$ cat src/common/sptx_pkg.sv
// Summary of operation
// - LJ, I2S or RJ; 16/18/20/24-bit words
// - sample sync and data on clock rise
// - right-justified: sync high is left
// - right-justified MSB delay 16/14/12/8 clocks
// - right-justified LSB ends before next transition
// - I2S default; sync low is left
// - I2S MSB one clock after transition
// - left-justified: sync high left, no delay
package sptx_pkg;
   typedef enum logic [1:0] {
      SPTX_FMT_LJ,
      SPTX_FMT_I2S,
      SPTX_FMT_RJ
   } sptx_fmt_t;
   typedef enum logic [1:0] {
      SPTX_W16,
      SPTX_W18,
      SPTX_W20,
      SPTX_W24
   } sptx_width_t;
   localparam int SPTX_MAX_BITS = 24;
   localparam int SPTX_SLOTS = 32;
   localparam logic [5:0] SPTX_RJ_DLY_16 = 6'h10;
   localparam logic [5:0] SPTX_RJ_DLY_18 = 6'h0E;
   localparam logic [5:0] SPTX_RJ_DLY_20 = 6'h0C;
   localparam logic [5:0] SPTX_RJ_DLY_24 = 6'h08;
   localparam logic [5:0] SPTX_I2S_DLY = 6'h01;
   localparam logic [5:0] SPTX_LJ_DLY = 6'h00;
   localparam logic [2:0] SPTX_SYNC_RST = 3'h0;
endpackage

$ cat src/sptx_skid_buf.sv
`timescale 1ns/1ps
// ==========================================
// two-entry buffer
module sptx_skid_buf #(
   parameter int W = 25
) (
   input wire logic mclk_i,
   input wire logic srst_i,
   input wire logic in_valid_i,
   output logic in_ready_o,
   input wire logic [W-1:0] in_data_i,
   output logic out_valid_o,
   input wire logic out_ready_i,
   output logic [W-1:0] out_data_o
);
   logic [W-1:0] mem_r [2];
   logic wp_r;
   logic rp_r;
   logic [1:0] cnt_r;
   wire push = in_valid_i && (cnt_r != 2'h2);
   wire pop = out_ready_i && (cnt_r != 2'h0);
   assign in_ready_o = (cnt_r != 2'h2);
   assign out_valid_o = (cnt_r != 2'h0);
   assign out_data_o = mem_r[rp_r];
   always_ff @(posedge mclk_i) begin
      if (srst_i) begin
         wp_r <= 1'b0;
         rp_r <= 1'b0;
         cnt_r <= 2'h0;
      end else begin
         if (push) wp_r <= ~wp_r;
         if (pop) rp_r <= ~rp_r;
         cnt_r <= cnt_r + {1'b0, push} - {1'b0, pop};
      end
   end
   always_ff @(posedge mclk_i) begin
      if (push) mem_r[wp_r] <= in_data_i;
   end
endmodule

$ cat src/sptx_serial_in.sv
`timescale 1ns/1ps
// ==========================================
// serial audio input stage
module sptx_serial_in
   import sptx_pkg::*;
(
   input wire logic mclk_i,
   input wire logic srst_i,
   input wire logic sclk_i,
   input wire logic fsync_i,
   input wire logic sdata_i,
   input wire sptx_fmt_t fmt_i,
   input wire sptx_width_t width_i,
   output logic word_valid_o,
   input wire logic word_ready_i,
   output logic [SPTX_MAX_BITS-1:0] word_data_o,
   output logic word_left_o,
   output logic overrun_o
);
   // ==========================================
   // pin synchronisers, three stages each
   logic [2:0] clk_s_r;
   logic [2:0] fs_s_r;
   logic [2:0] dat_s_r;
   logic clk_st_r;
   logic fs_st_r;
   logic dat_st_r;
   always_ff @(posedge mclk_i) begin
      if (srst_i) begin
         clk_s_r <= SPTX_SYNC_RST;
         fs_s_r <= SPTX_SYNC_RST;
         dat_s_r <= SPTX_SYNC_RST;
         clk_st_r <= 1'b0;
         fs_st_r <= 1'b0;
         dat_st_r <= 1'b0;
      end else begin
         clk_s_r <= {clk_s_r[1:0], sclk_i};
         fs_s_r <= {fs_s_r[1:0], fsync_i};
         dat_s_r <= {dat_s_r[1:0], sdata_i};
         if (clk_s_r[1] == clk_s_r[2]) clk_st_r <= clk_s_r[2];
         if (fs_s_r[1] == fs_s_r[2]) fs_st_r <= fs_s_r[2];
         if (dat_s_r[1] == dat_s_r[2]) dat_st_r <= dat_s_r[2];
      end
   end
   wire clk_now = (clk_s_r[1] == clk_s_r[2]) ? clk_s_r[2] : clk_st_r;
   wire sclk_rise = clk_now && !clk_st_r;
   wire fs_now = (fs_s_r[1] == fs_s_r[2]) ? fs_s_r[2] : fs_st_r;
   wire dat_now = (dat_s_r[1] == dat_s_r[2]) ? dat_s_r[2] : dat_st_r;

   // ==========================================
   // format decode
   logic [5:0] nbits;
   logic [5:0] rj_dly;
   always_comb begin
      unique case (width_i)
         SPTX_W16: begin nbits = 6'd16; rj_dly = SPTX_RJ_DLY_16; end
         SPTX_W18: begin nbits = 6'd18; rj_dly = SPTX_RJ_DLY_18; end
         SPTX_W20: begin nbits = 6'd20; rj_dly = SPTX_RJ_DLY_20; end
         SPTX_W24: begin nbits = 6'd24; rj_dly = SPTX_RJ_DLY_24; end
      endcase
   end
   wire [5:0] msb_slot = (fmt_i == SPTX_FMT_RJ) ? rj_dly :
                         (fmt_i == SPTX_FMT_I2S) ? SPTX_I2S_DLY :
                         SPTX_LJ_DLY;
   // sync high is left except in I2S
   wire left_now = (fmt_i == SPTX_FMT_I2S) ? !fs_now : fs_now;

   // ==========================================
   // bit slot counter and shifter
   logic fs_prev_r;
   logic [5:0] slot_r;
   logic [5:0] got_r;
   logic [SPTX_MAX_BITS-1:0] sh_r;
   logic chan_left_r;
   logic emit_r;
   logic [SPTX_MAX_BITS-1:0] emit_data_r;
   logic emit_left_r;
   wire fs_edge = sclk_rise && (fs_now != fs_prev_r);
   wire [5:0] slot_cur = fs_edge ? 6'h00 : slot_r;
   // bit count restarts at the sync edge, so a slot-0 msb is not missed
   wire [5:0] got_cur = fs_edge ? 6'h00 : got_r;
   wire in_word = (slot_cur >= msb_slot) && (got_cur < nbits);
   wire take = sclk_rise && in_word;
   wire [SPTX_MAX_BITS-1:0] sh_nxt = {sh_r[SPTX_MAX_BITS-2:0], dat_now};
   wire last_bit = take && (got_cur == nbits - 6'h01);
   wire [4:0] pad = 5'(6'd24 - nbits);
   always_ff @(posedge mclk_i) begin
      if (srst_i) begin
         fs_prev_r <= 1'b0;
         slot_r <= 6'h3F;
         got_r <= 6'd63;
         sh_r <= '0;
         chan_left_r <= 1'b1;
         emit_r <= 1'b0;
         emit_data_r <= '0;
         emit_left_r <= 1'b0;
      end else begin
         emit_r <= 1'b0;
         if (sclk_rise) begin
            fs_prev_r <= fs_now;
            slot_r <= (slot_cur == 6'h3F) ? slot_cur : slot_cur + 6'd1;
            if (fs_edge) begin
               got_r <= 6'd0;
               chan_left_r <= left_now;
            end
         end
         if (take) begin
            sh_r <= sh_nxt;
            got_r <= got_cur + 6'h01;
         end
         if (last_bit) begin
            emit_r <= 1'b1;
            emit_data_r <= sh_nxt << pad;
            emit_left_r <= fs_edge ? left_now : chan_left_r;
         end
      end
   end
   wire in_ready;
   wire out_valid;
   wire [SPTX_MAX_BITS:0] out_data;
   sptx_skid_buf #(.W(SPTX_MAX_BITS + 1)) u_buf (
      .mclk_i(mclk_i),
      .srst_i(srst_i),
      .in_valid_i(emit_r),
      .in_ready_o(in_ready),
      .in_data_i({emit_left_r, emit_data_r}),
      .out_valid_o(out_valid),
      .out_ready_i(!word_valid_o || word_ready_i),
      .out_data_o(out_data)
   );
   // ==========================================
   // registered output stage
   wire out_take = out_valid && (!word_valid_o || word_ready_i);
   always_ff @(posedge mclk_i) begin
      if (srst_i) begin
         word_valid_o <= 1'b0;
         word_data_o <= '0;
         word_left_o <= 1'b0;
         overrun_o <= 1'b0;
      end else begin
         if (out_take) begin
            word_valid_o <= 1'b1;
            word_data_o <= out_data[SPTX_MAX_BITS-1:0];
            word_left_o <= out_data[SPTX_MAX_BITS];
         end else if (word_ready_i) begin
            word_valid_o <= 1'b0;
         end
         overrun_o <= emit_r && !in_ready;
      end
   end
endmodule

$ cat config.mk
export PLATFORM = sky130hd
export DESIGN_NAME = sptx_serial_in
export DESIGN_NICKNAME = d
export VERILOG_FILES = /design/src/common/sptx_pkg.sv /design/src/sptx_skid_buf.sv /design/src/sptx_serial_in.sv
export SDC_FILE = /design/constraint.sdc
export NUM_CORES = 1
export LEC_CHECK = 0
export BUFFER_PORTS_ARGS = -buffer_cell sky130_fd_sc_hd__buf_2
export CORE_MARGIN = 3
export CORE_UTILIZATION = 56
export DETAILED_ROUTE_END_ITERATION = 10
export PLACE_DENSITY = 0.74
export SKIP_CTS_REPAIR_TIMING = 1
export SYNTH_ARGS = -nofsm -noshare
export SYNTH_HDL_FRONTEND = slang
export SYNTH_HIERARCHICAL = 1
export SYNTH_SLANG_ARGS = --single-unit
$ cat constraint.sdc
create_clock -name mclk_i -period 5.6 [get_ports mclk_i]
set_input_delay 0.56 -clock mclk_i [delete_from_list [all_inputs] [get_ports mclk_i]]
set_output_delay 0.56 -clock mclk_i [all_outputs]
set_load 0.02 [all_outputs]
==> reports/results.md, run 1 <==
| Item | Value | Unit |
|---|---|---|
| Async set-or-reset flop fraction in the synthesized netlist | 0 | % |
| Startpoint of the worst setup timing path | fs_s_r[1]$_SDFF_PP0_ | - |
| Setup slack on the worst flop-to-flop path | 1240 | ps |
| Number of flops mapped to enable cells by yosys | 50 | - |
| Yosys warning total | 6 | - |
| Maximum net fanout on the critical path | 22 | - |
| Layout-stage area growth over the synthesis result | 11.85 | % |
| GRT Overall Usage | 19.78 | % |
| Critical Path End Type | register | - |
| Maximum number of pins on one net before global-route repair | 83 | - |
| Final instance area | 0.008018 | mm^2 |
| Tmin final | 4357 | ps |
| Post-route worst setup slack | 1243 | ps |
| Setup WS pre-CTS | 1270 | ps |
| Via count | 4772 | - |
| Number of cell instances on the worst register-to-register path | 10 | - |
| Floorplan die width | 119.1 | um |
| Sink count of the clock tree | 157 | - |
| Kind of path behind the tightest hold check | in2reg | - |
| Headroom to the max-slew limit | 23.21 | % |
| Layout Skew | 5.919 | ps |
| Synthesized area per cell | 11.01 | um^2 |
| Setup repair after global routing missed its margin | no | - |
| Net switching power figure | 728.6 | uW |
| Final hold violations | 0 | - |
| Number of detailed-routing iterations run before antenna repair | 5 | - |
| Num ports | 37 | - |
| Routed length per instance | 15.37 | um |
| Floorplan die height | 119.1 | um |
| Wirelength, routed | 13190 | um |
| Crit path kind | reg2reg | - |
| Share of total power in the clock network | 40.7 | % |
| Required time of the critical path | 5900 | ps |
| Transition at the pin with the smallest max-transition slack | 1149 | ps |
| Placeable core region | 0.01226 | mm^2 |
| Starting density of the core | 58.46 | % |
| Fraction of power spent switching nets | 25.76 | % |
| Outcome | completed | - |
| Via density | 5.562 | - |
| Startpoint type of the worst setup path | register | - |
| Peak ir drop on the vdd network | 0.1799 | mV |
| Int Power | 2100 | uW |
| Combined area of all synthesized cells | 0.007168 | mm^2 |
| Synthesized instance count | 651 | - |
| Crit share post-route | 77.80 | % |
| Pins over their slew limit | 0 | - |
| Area of placed instances | 0.007426 | mm^2 |
| Count of cell types in the netlist | 58 | - |
| Residual overflow from global routing | 0 | - |
| Die Footprint | 0.01419 | mm^2 |
| PwrDens | 352.8 | mW/mm^2 |
| Upper clock frequency limit | 229.5 | MHz |
| Number of antenna diodes | 0 | - |
| DP HPWL | 8688 | um |
| Total negative slack for setup checks | 0 | ps |
| CTS Root Cell | sky130_fd_sc_hd__clkbuf_16 | - |
| CTS tree | done | - |
| Worst setup path endpoint | emit_data_r[19]$_SDFFE_PP0P_ | - |
| Critical Path AT | 4660 | ps |
| Number of antenna violations at the first check in global routing | 0 | - |
| First-pass GRT wire length | 22430 | um |
| Reported leakage power | 0.003193 | uW |
| Layout cells sized above 1 | 18.84 | % |
| Fin nets | 704 | - |
| Routability congestion estimate | 0.9223 | - |
| Worst flop-to-flop path endpoint | emit_data_r[19]$_SDFFE_PP0P_ | - |
| Synthesis-stage register bit count | 157 | - |
| CTS H-tree depth | 4 | - |
| CTS Buffer Depth | 2 | - |
| CTS clock-pin slew for the worst setup and hold paths | 60 | ps |
| Total DRC errors in the routed layout | 0 | - |
| Top flip-flop cell by instance count after synthesis | sky130_fd_sc_hd__dfxtp_1 | - |
| Flop pwr share | 43.9 | % |
| Setup violators final | 0 | - |
| First-iteration detailed-routing DRC count | 351 | - |
| Logic gate share of total power | 15.4 | % |
| Net count after synthesis | 678 | - |
| Final ANT Viol Nets | 0 | - |
| Vias in the first global route | 4668 | - |
| Post-synthesis sequential area ratio | 50.83 | % |
| Total power | 2828 | uW |
| Number of buffers created by CTS | 17 | - |
| Clock latency on the worst-skew pair | 420 | ps |
| Number of port buffers | 36 | - |
| Max-capacitance violation count | 0 | - |
| Number of rows created at floorplan | 40 | - |
| Startpoint of the worst register-to-register path | fs_s_r[1]$_SDFF_PP0_ | - |
==> cell families (layout without fill, tap and decap cells) <==
| group | after synthesis | in the layout | synth area share (%) |
|---|---|---|---|
| simple gates | 222 | 222 | 14.44 |
| flops | 157 | 157 | 50.83 |
| fa+ha+maj | 19 | 19 | 3.264 |
| mux | 114 | 114 | 19.85 |
| buf+inv | 52 | 91 | 3.508 |
| compound gates | 80 | 80 | 7.000 |
| xor+xnor | 7 | 7 | 1.117 |
==> Yosys cell counts, types with 2 or more instances <==
master / count / area (um^2)
sky130_fd_sc_hd__a41oi_1: 2 / 17.52
sky130_fd_sc_hd__buf_6: 3 / 33.78
sky130_fd_sc_hd__edfxtp_1: 50 / 1501
sky130_fd_sc_hd__a21oi_1: 44 / 220.2
sky130_fd_sc_hd__o21ai_0: 12 / 60.06
sky130_fd_sc_hd__clkbuf_1: 21 / 78.83
sky130_fd_sc_hd__buf_2: 6 / 30.03
sky130_fd_sc_hd__a211o_1: 3 / 26.28
sky130_fd_sc_hd__xnor2_1: 4 / 35.03
sky130_fd_sc_hd__inv_1: 14 / 52.55
sky130_fd_sc_hd__mux2i_1: 60 / 600.6
sky130_fd_sc_hd__a221o_1: 2 / 20.02
sky130_fd_sc_hd__nor4_1: 2 / 12.51
sky130_fd_sc_hd__mux2_2: 16 / 180.2
sky130_fd_sc_hd__nor2b_1: 29 / 181.4
sky130_fd_sc_hd__ha_1: 17 / 212.7
sky130_fd_sc_hd__mux2_1: 5 / 56.30
sky130_fd_sc_hd__and3_1: 9 / 56.30
sky130_fd_sc_hd__nand2b_1: 8 / 50.05
sky130_fd_sc_hd__buf_1: 4 / 15.01
sky130_fd_sc_hd__or3_1: 2 / 12.51
sky130_fd_sc_hd__xor2_1: 2 / 17.52
sky130_fd_sc_hd__a31oi_1: 3 / 18.77
sky130_fd_sc_hd__nor3_1: 4 / 20.02
sky130_fd_sc_hd__nand2_1: 114 / 427.9
sky130_fd_sc_hd__mux2_4: 21 / 315.3
sky130_fd_sc_hd__buf_8: 2 / 30.03
sky130_fd_sc_hd__nor2_1: 25 / 93.84
sky130_fd_sc_hd__mux4_2: 12 / 270.3
sky130_fd_sc_hd__nand4_1: 3 / 18.77
sky130_fd_sc_hd__and2_1: 10 / 62.56
sky130_fd_sc_hd__nand3_1: 8 / 40.04
sky130_fd_sc_hd__a2111oi_0: 2 / 17.52
sky130_fd_sc_hd__o211ai_1: 2 / 15.01
sky130_fd_sc_hd__dfxtp_1: 107 / 2142
==> layout by cell type (no fill, tap or decap), types with 9 or more instances in the layout <==
cell,n
sky130_fd_sc_hd__and2_1,10
sky130_fd_sc_hd__mux2_2,16
sky130_fd_sc_hd__mux2i_1,60
sky130_fd_sc_hd__clkbuf_16,17
sky130_fd_sc_hd__inv_1,14
sky130_fd_sc_hd__edfxtp_1,50
sky130_fd_sc_hd__mux2_4,21
sky130_fd_sc_hd__nor2_1,24
sky130_fd_sc_hd__nand2_1,114
sky130_fd_sc_hd__o21ai_0,12
sky130_fd_sc_hd__ha_1,17
sky130_fd_sc_hd__a21oi_1,44
sky130_fd_sc_hd__nor2b_1,29
sky130_fd_sc_hd__dfxtp_1,107
sky130_fd_sc_hd__mux4_2,12
sky130_fd_sc_hd__and3_1,9
sky130_fd_sc_hd__buf_2,36
==> stage by stage <==
step,instances,hold WS [ps],util (%)
finish,858,348.1,65.39
global route,858,340.0,65.39
CTS,858,329.5,65.39
detailed placement,826,424.7,60.56
global placement,826,416.3,60.56
floorplan,651,413.8,-
==> power groups by stage <==
stage / Sequential [uW] / Clock (uW) / Combinational [uW]
detailed placement: 1270 / 0 / 440
finish: 1240 / 1150 / 436
CTS: 1240 / 1170 / 440
global placement: 1270 / 0 / 431
global route: 1250 / 1230 / 481
floorplan: 1310 / 0 / 327
==> registers in the layout, indices dropped and copies added, names as in the netlist, 2 cells and up, named ones only <==
register / cells
u_buf/mem_r: 50
emit_data_r: 24
word_data_o: 24
sh_r: 23
got_r: 6
slot_r: 6
clk_s_r: 3
dat_s_r: 3
fs_s_r: 3
u_buf/cnt_r: 2
==> layout make-up <==
type,count,area [um^2]
Clock buffer,20,446.7
Clock inverter,12,145.1
Fill cell,967,4244
Inverter,15,56.30
Multi-Input combinational cell,442,3276
Sequential cell,157,3643
Tap cell,168,210.2
Timing Repair Buffer,44,240.2
==> worst min path at each step <==
stage,cells past startpoint,from,endpoint
detailed placement,1,clk_s_r[0]$_SDFF_PP0_,clk_s_r[1]$_SDFF_PP0_
CTS,2,sdata_i,dat_s_r[0]$_SDFF_PP0_
finish,2,sclk_i,clk_s_r[0]$_SDFF_PP0_
global placement,1,clk_s_r[0]$_SDFF_PP0_,clk_s_r[1]$_SDFF_PP0_
global route,2,sdata_i,dat_s_r[0]$_SDFF_PP0_
floorplan,1,clk_s_r[0]$_SDFF_PP0_,clk_s_r[1]$_SDFF_PP0_
==> per-layer routing <==
metal | routed length (um) | track usage (%)
met5 | 0 | 0
met4 | 323 | 10.07
met3 | 523 | 4.796
met2 | 6333 | 31.08
met1 | 6009 | 25.50
==> worst max-delay path, stage by stage, from the launching register on <==
cell,delay (ps)
sky130_fd_sc_hd__dfxtp_1,320
sky130_fd_sc_hd__maj3_2,390
sky130_fd_sc_hd__xor2_1,480
sky130_fd_sc_hd__nand2_1,430
sky130_fd_sc_hd__and2_1,340
sky130_fd_sc_hd__ha_1,280
sky130_fd_sc_hd__nand2_1,50
sky130_fd_sc_hd__o21ai_0,330
sky130_fd_sc_hd__a211o_1,220
sky130_fd_sc_hd__nand3_1,790
sky130_fd_sc_hd__mux2_2,600
No activity file was read; power rests on OpenSTA's default activity.
==> run 2, diff against run 1 <==
==> constraint.sdc (replaced) <==
create_clock -name mclk_i -period 4.3 [get_ports mclk_i]
set_input_delay 0.43 -clock mclk_i [delete_from_list [all_inputs] [get_ports mclk_i]]
set_output_delay 0.43 -clock mclk_i [all_outputs]
set_load 0.02 [all_outputs]
==> run 2 against run 1 <==
Effect of this change:
- setup slack worse by 680 ps
- flip-flop and latch count unchanged
- via count shrank 1.4%
- die area did not move
- clock power increased by 36%
- total power increased by 34%
- non-clock buffer count rose by 1
- first-iteration DRC count down 34%
- final cell count rose by 0.12%
- worst hold slack worse by 120 ps
- clock skew barely moved
==> reports/results.md, run 2 (same netlist as run 1, synthesis figures left out) <==
| Item | Value | Unit | Change |
|---|---|---|---|
| Outcome | completed | - |  |
| Tmin final | 3732 | ps | -624.7 ps |
| Total DRC errors in the routed layout | 0 | - | unchanged |
| Routed length per instance | 14.70 | um | -4.4% |
| Headroom to the max-slew limit | 26.17 | % | +3.0 points |
| CP peak stage delay | 450 | ps | -340 ps |
| Transition at the pin with the smallest max-transition slack | 1107 | ps | -41.21 ps |
| Setup repair after global routing missed its margin | no | - |  |
| Buffers and inverters on the worst path | 1 | - | +1 |
| Sequential standard cell area | 0.003643 | mm^2 | unchanged |
| Num ports | 37 | - | unchanged |
| Residual overflow from global routing | 0 | - | unchanged |
| Setup violators final | 0 | - | unchanged |
| Layout-stage area growth over the synthesis result | 12.53 | % |  |
| First-pass GRT wire length | 21780 | um | -2.9% |
| Maximum number of pins on one net before global-route repair | 83 | - | unchanged |
| Final ANT Viol Nets | 0 | - | unchanged |
| Cell family with most CP delay | simple AND/OR/NAND/NOR gates | - |  |
| Peak ir drop on the vdd network | 0.2609 | mV | +45% |
| Number of detailed-routing iterations run before antenna repair | 5 | - | unchanged |
| Total negative slack for setup checks | 0 | ps | unchanged |
| Crit path kind | reg2reg | - |  |
| Net switching power figure | 949.9 | uW | +30% |
| Layout cells sized above 1 | 19.10 | % | +0.26 points |
| Number of buffers created by CTS | 17 | - | unchanged |
| Floorplan die width | 119.1 | um | unchanged |
| Final hold violations | 0 | - | unchanged |
| Clock latency on the worst-skew pair | 410 | ps | about the same |
| Fill cell total of the finished layout | 935 | - | -3.3% |
| Max-capacitance violation count | 0 | - | unchanged |
| Number of antenna diodes | 0 | - | unchanged |
| Fin nets | 705 | - | +0.14% |
| Maximum net fanout on the critical path | 22 | - | unchanged |
| Footprint of the multi-input gates | 0.003276 | mm^2 | unchanged |
| Startpoint type of the worst setup path | register | - |  |
| Commonest cells after routing, fill and taps aside | sky130_fd_sc_hd__nand2_1, sky130_fd_sc_hd__dfxtp_1, sky130_fd_sc_hd__mux2i_1 | - |  |
| Placeable core region | 0.01226 | mm^2 | unchanged |
| Sink count of the clock tree | 157 | - | unchanged |
| First-iteration detailed-routing DRC count | 233 | - | -34% |
| Layout Skew | 5.807 | ps | -0.1119 ps |
| Floorplan die height | 119.1 | um | unchanged |
| Regs by FF count | u_buf/mem_r: 50 flops, emit_data_r: 24 flops, word_data_o: 24 flops | - |  |
| Flop pwr share | 43.0 | % | -0.9 points |
| Critical Path End Type | register | - |  |
| Top register by number of flip-flops | u_buf/mem_r | - |  |
| Max FFs per register | 50 | - | unchanged |
| Share of total power in the clock network | 41.3 | % | +0.6 points |
| CTS tree | done | - |  |
| Upper clock frequency limit | 267.9 | MHz | +17% |
| Starting density of the core | 58.46 | % | unchanged |
| Critical Path, Cell by Cell | maj3_2 -> xor2_1 -> nand2_1 -> and2_1 -> ha_1 -> a21oi_1 -> o21ai_0 -> a211o_1 -> nand3_1 -> buf_4 -> mux2_2 | - |  |
| Crit share post-route | 86.80 | % | +9.0 points |
| Vias in the first global route | 4631 | - | -0.79% |
| Most common cell after layout, fill and taps aside | sky130_fd_sc_hd__nand2_1 | - |  |
| Number of antenna violations at the first check in global routing | 0 | - | unchanged |
| Number of rows created at floorplan | 40 | - | unchanged |
| Pins over their slew limit | 0 | - | unchanged |
| Via count | 4707 | - | -1.4% |
| Total power | 3777 | uW | +34% |
| DP HPWL | 8482 | um | -2.4% |
| Wirelength, routed | 12630 | um | -4.3% |
| CTS Buffer Depth | 2 | - | unchanged |
| CTS clock-pin slew for the worst setup and hold paths | 60 | ps | about the same |
| PwrDens | 468.2 | mW/mm^2 | +33% |
| CTS Root Cell | sky130_fd_sc_hd__clkbuf_16 | - |  |
| GRT Overall Usage | 18.84 | % | -0.94 points |
| Logic gate share of total power | 15.7 | % | +0.3 points |
| CTS H-tree depth | 4 | - | unchanged |
| Number of port buffers | 36 | - | unchanged |
| Die Footprint | 0.01419 | mm^2 | unchanged |
| Kind of path behind the tightest hold check | in2reg | - |  |
| Master of the slowest instance on the critical path | sky130_fd_sc_hd__xor2_1 | - |  |
| Fraction of power spent switching nets | 25.15 | % | -0.61 points |
| Via density | 5.480 | - | -1.5% |
| Critical Path AT | 4030 | ps | -630 ps |
| Routability congestion estimate | 0.8497 | - | -7.9% |
| Int Power | 2827 | uW | +35% |
| Reported leakage power | 0.003227 | uW | +1.1% |
| Required time of the critical path | 4600 | ps | -1300 ps |
run 2: changes by cell type in the layout (fill, tap and decap cells not counted):
| cell | delta |
|---|---|
| sky130_fd_sc_hd__buf_4 | +1 |
| sky130_fd_sc_hd__clkbuf_16 | +2 |
| sky130_fd_sc_hd__clkinvlp_4 | -3 |
| sky130_fd_sc_hd__clkbuf_1 | +1 |
| sky130_fd_sc_hd__clkinv_4 | +2 |
| sky130_fd_sc_hd__clkinv_1 | -2 |
run 2: power groups by stage:
stage | Sequential, uW | Combinational (uW) | Clock, uW
floorplan | 1720 | 437 | 0
global placement | 1650 | 582 | 0
detailed placement | 1660 | 593 | 0
CTS | 1630 | 600 | 1580
global route | 1630 | 651 | 1670
finish | 1630 | 593 | 1560
run 2: final cells by class:
| type | instances | share of cell area, % |
|---|---|---|
| sequential | 157 | 45.17 |
| clock inverter | 9 | 1.644 |
| timing repair buffer | 45 | 3.071 |
| multi-input combinational | 442 | 40.61 |
| tap | 168 | 2.606 |
| clock buffer | 23 | 6.204 |
| inverter | 15 | 0.6980 |
run 2: layer usage:
layer	global-route usage [%]	routed length, um
met5	0	0
met4	8.182	239
met3	4.653	508
met2	29.99	6046
met1	24.47	5835
run 2: per-stage QoR:
| stage | worst slack [ps] | hold slack (ps) | cells | utilization [%] | cell area [um^2] |
|---|---|---|---|---|---|
| 6_report | 567.7 | 224.3 | 859 | 65.79 | 8066 |
| 5_1_grt | 271.2 | 213.0 | 859 | 65.79 | 8066 |
| 4_1_cts | 605.7 | 203.7 | 859 | 65.79 | 8066 |
| 3_5_place_dp | 627.1 | 424.5 | 827 | 60.62 | 7433 |
| 3_3_place_gp | 809.4 | 419.2 | 827 | 60.62 | 7433 |
| 2_1_floorplan | 1061 | 413.8 | 651 | - | 7168 |
run 2: path summary, 6_finish.rpt:
| kind | start | end | slack, ps | cells after the start |
|---|---|---|---|---|
| worst max-delay path | fs_s_r[1]$_SDFF_PP0_ | emit_data_r[6]$_SDFFE_PP0P_ | 570 | 11 |
| worst min-delay path | fsync_i | fs_s_r[0]$_SDFF_PP0_ | 220 | 2 |
| worst max register to register | fs_s_r[1]$_SDFF_PP0_ | emit_data_r[6]$_SDFFE_PP0P_ | 570 | 11 |
| worst min register to register | dat_s_r[0]$_SDFF_PP0_ | dat_s_r[1]$_SDFF_PP0_ | 440 | 1 |
==> run 3, diff against run 2 <==
--- a/config.mk
+++ b/config.mk
@@ -10,6 +10,7 @@
 export CORE_UTILIZATION = 56
 export DETAILED_ROUTE_END_ITERATION = 10
 export PLACE_DENSITY = 0.74
+export REMOVE_ABC_BUFFERS = 1
 export SKIP_CTS_REPAIR_TIMING = 1
 export SYNTH_ARGS = -nofsm -noshare
 export SYNTH_HDL_FRONTEND = slang
==> run 3 against run 2 <==
Effect of this change:
- combinational power rose by 1%
- setup slack got worse by 2.0 ps
- flip-flop and latch count did not move
- final cell count is the same
- largest cell class unchanged
==> reports/results.md, run 3 (same netlist as run 1, synthesis figures left out) <==
| Item | Value | Unit | Change |
|---|---|---|---|
| Critical Path End Type | register | - |  |
| Via count | 4799 | - | +2.0% |
| Most common cell after layout, fill and taps aside | sky130_fd_sc_hd__nand2_1 | - |  |
| DP HPWL | 8776 | um | +3.5% |
| Final hold violations | 0 | - | unchanged |
| Routed length per instance | 15.41 | um | +4.8% |
| Sink count of the clock tree | 157 | - | unchanged |
| Floorplan die height | 119.1 | um | unchanged |
| Die Footprint | 0.01419 | mm^2 | unchanged |
| CTS clock-pin slew for the worst setup and hold paths | 60 | ps | about the same |
| Total DRC errors in the routed layout | 0 | - | unchanged |
| Transition at the pin with the smallest max-transition slack | 1166 | ps | +58.35 ps |
| Utilization after layout | 65.34 | % | -0.45 points |
| CTS Root Cell | sky130_fd_sc_hd__clkbuf_16 | - |  |
| Footprint of the multi-input gates | 0.003276 | mm^2 | unchanged |
| Placeable core region | 0.01226 | mm^2 | unchanged |
| Starting density of the core | 58.46 | % | unchanged |
| Final ANT Viol Nets | 0 | - | unchanged |
| Critical Path AT | 4040 | ps | about the same |
| GRT Overall Usage | 19.80 | % | +0.96 points |
| Sequential standard cell area | 0.003643 | mm^2 | unchanged |
| Fin nets | 705 | - | unchanged |
| Setup repair after global routing missed its margin | no | - |  |
| Routability congestion estimate | 0.8847 | - | +4.1% |
| WHS Path Cells | 2 | - | unchanged |
| Reported leakage power | 0.003196 | uW | -0.96% |
| Floorplan die width | 119.1 | um | unchanged |
| Tmin final | 3734 | ps | +2.006 ps |
| Crit share post-route | 86.84 | % | about the same |
| Headroom to the max-slew limit | 22.28 | % | -3.9 points |
| CTS Buffer Depth | 2 | - | unchanged |
| Kind of path behind the tightest hold check | in2reg | - |  |
| Crit path kind | reg2reg | - |  |
| CTS tree | done | - |  |
| Number of cell instances on the worst register-to-register path | 11 | - | unchanged |
| Residual overflow from global routing | 0 | - | unchanged |
| Via density | 5.587 | - | +2.0% |
| Vias in the first global route | 4643 | - | +0.26% |
| Regs by FF count | u_buf/mem_r: 50 flops, emit_data_r: 24 flops, word_data_o: 24 flops | - |  |
| Max FFs per register | 50 | - | unchanged |
| Upper clock frequency limit | 267.8 | MHz | about the same |
| Number of port buffers | 36 | - | unchanged |
| Number of antenna diodes | 0 | - | unchanged |
| Commonest cells after routing, fill and taps aside | sky130_fd_sc_hd__nand2_1, sky130_fd_sc_hd__dfxtp_1, sky130_fd_sc_hd__mux2i_1 | - |  |
| Setup slack on the worst flop-to-flop path | 570 | ps | about the same |
| First-pass GRT wire length | 22550 | um | +3.5% |
| Layout cells sized above 1 | 19.10 | % | unchanged |
| Required time of the critical path | 4600 | ps | about the same |
| Startpoint type of the worst setup path | register | - |  |
| Startpoint of the worst register-to-register path | fs_s_r[1]$_SDFF_PP0_ | - |  |
| First-iteration detailed-routing DRC count | 257 | - | +10% |
| CTS H-tree depth | 4 | - | unchanged |
| Total negative slack for setup checks | 0 | ps | unchanged |
| Clock latency on the worst-skew pair | 420 | ps | about the same |
| Top register by number of flip-flops | u_buf/mem_r | - |  |
| Pins over their slew limit | 0 | - | unchanged |
| Maximum number of pins on one net before global-route repair | 83 | - | unchanged |
| Outcome | completed | - |  |
| Fill cell total of the finished layout | 956 | - | +2.2% |
| Worst setup path endpoint | emit_data_r[15]$_SDFFE_PP0P_ | - |  |
| Number of detailed-routing iterations run before antenna repair | 5 | - | unchanged |
| Layout-stage area growth over the synthesis result | 11.76 | % |  |
| Number of antenna violations at the first check in global routing | 0 | - | unchanged |
| Worst flop-to-flop path endpoint | emit_data_r[15]$_SDFFE_PP0P_ | - |  |
| Wirelength, routed | 13240 | um | +4.8% |
| Max-capacitance violation count | 0 | - | unchanged |
| Number of rows created at floorplan | 40 | - | unchanged |
| Number of buffers created by CTS | 17 | - | unchanged |
| PwrDens | 459.4 | mW/mm^2 | -1.9% |
| Peak ir drop on the vdd network | 0.2586 | mV | -0.88% |
| Setup violators final | 0 | - | unchanged |
| Num ports | 37 | - | unchanged |
| Maximum net fanout on the critical path | 22 | - | unchanged |
| Startpoint of the worst setup timing path | fs_s_r[1]$_SDFF_PP0_ | - |  |
| Layout Skew | 6.904 | ps | +1.097 ps |
-- run 3: cell types whose count changed in the layout (fill, tap and decap cells not counted), sizes merged --
cell      change
bufinv        -1
clkinv        -3
inv           +2
clkinvlp      +2
-- run 3: final cells by class --
type / instances / share of cell area [%]
Sequential cell: 157 / 45.48
Multi-Input combinational cell: 442 / 40.89
Clock buffer: 23 / 5.841
Timing Repair Buffer: 45 / 3.092
Tap cell: 168 / 2.624
Clock inverter: 9 / 1.374
Inverter: 15 / 0.7028
-- run 3: where the power goes --
| part | total, uW | internal [uW] | switching [uW] | leakage (uW) |
|---|---|---|---|---|
| sequential | 1630 | 1590 | 35.2 | 0.00138 |
| combinational | 600 | 237 | 363 | 0.00154 |
| clock | 1450 | 887 | 567 | 0.000274 |
-- run 3: critical path, cell delays in order, from the launching register on --
cell and delay, ps:
sky130_fd_sc_hd__dfxtp_1 320, sky130_fd_sc_hd__maj3_2 390, sky130_fd_sc_hd__xor2_1 490, sky130_fd_sc_hd__nand2_1 430, sky130_fd_sc_hd__and2_1 310, sky130_fd_sc_hd__ha_1 300
sky130_fd_sc_hd__a21oi_1 140, sky130_fd_sc_hd__o21ai_0 140, sky130_fd_sc_hd__a211o_1 320, sky130_fd_sc_hd__nand3_1 90, sky130_fd_sc_hd__buf_4 300, sky130_fd_sc_hd__mux2_2 380
-- run 3: stage by stage --
stage                     worst slack [ps]  total power [uW]  hold WS (ps)  instances  instance area [um^2]
after floorplan                      647.8              2107         413.8        614                  6973
after global placement               804.4              2249         421.0        827                  7433
after detailed placement             646.0              2266         428.7        827                  7433
after CTS                            579.6              3724         205.9        859                  8011
after global routing                 188.2              3846         224.6        859                  8011
final                                565.7              3680         217.8        859                  8011
-- run 3: worst min path at each step --
stage                                     start                     to  slack, ps
after floorplan           clk_s_r[0]$_SDFF_PP0_  clk_s_r[1]$_SDFF_PP0_        410
after global placement    clk_s_r[0]$_SDFF_PP0_  clk_s_r[1]$_SDFF_PP0_        420
after detailed placement  clk_s_r[0]$_SDFF_PP0_  clk_s_r[1]$_SDFF_PP0_        430
after CTS                                sclk_i  clk_s_r[0]$_SDFF_PP0_        210
after global routing                    sdata_i  dat_s_r[0]$_SDFF_PP0_        220
final                                   sdata_i  dat_s_r[0]$_SDFF_PP0_        220
-- run 3: metal layers --
| metal | track usage (%) | routed length, um |
|---|---|---|
| met1 | 25.74 | 5977 |
| met4 | 6.662 | 204 |
| met2 | 32.39 | 6470 |
| met3 | 4.986 | 588 |
| met5 | 0 | 0 |
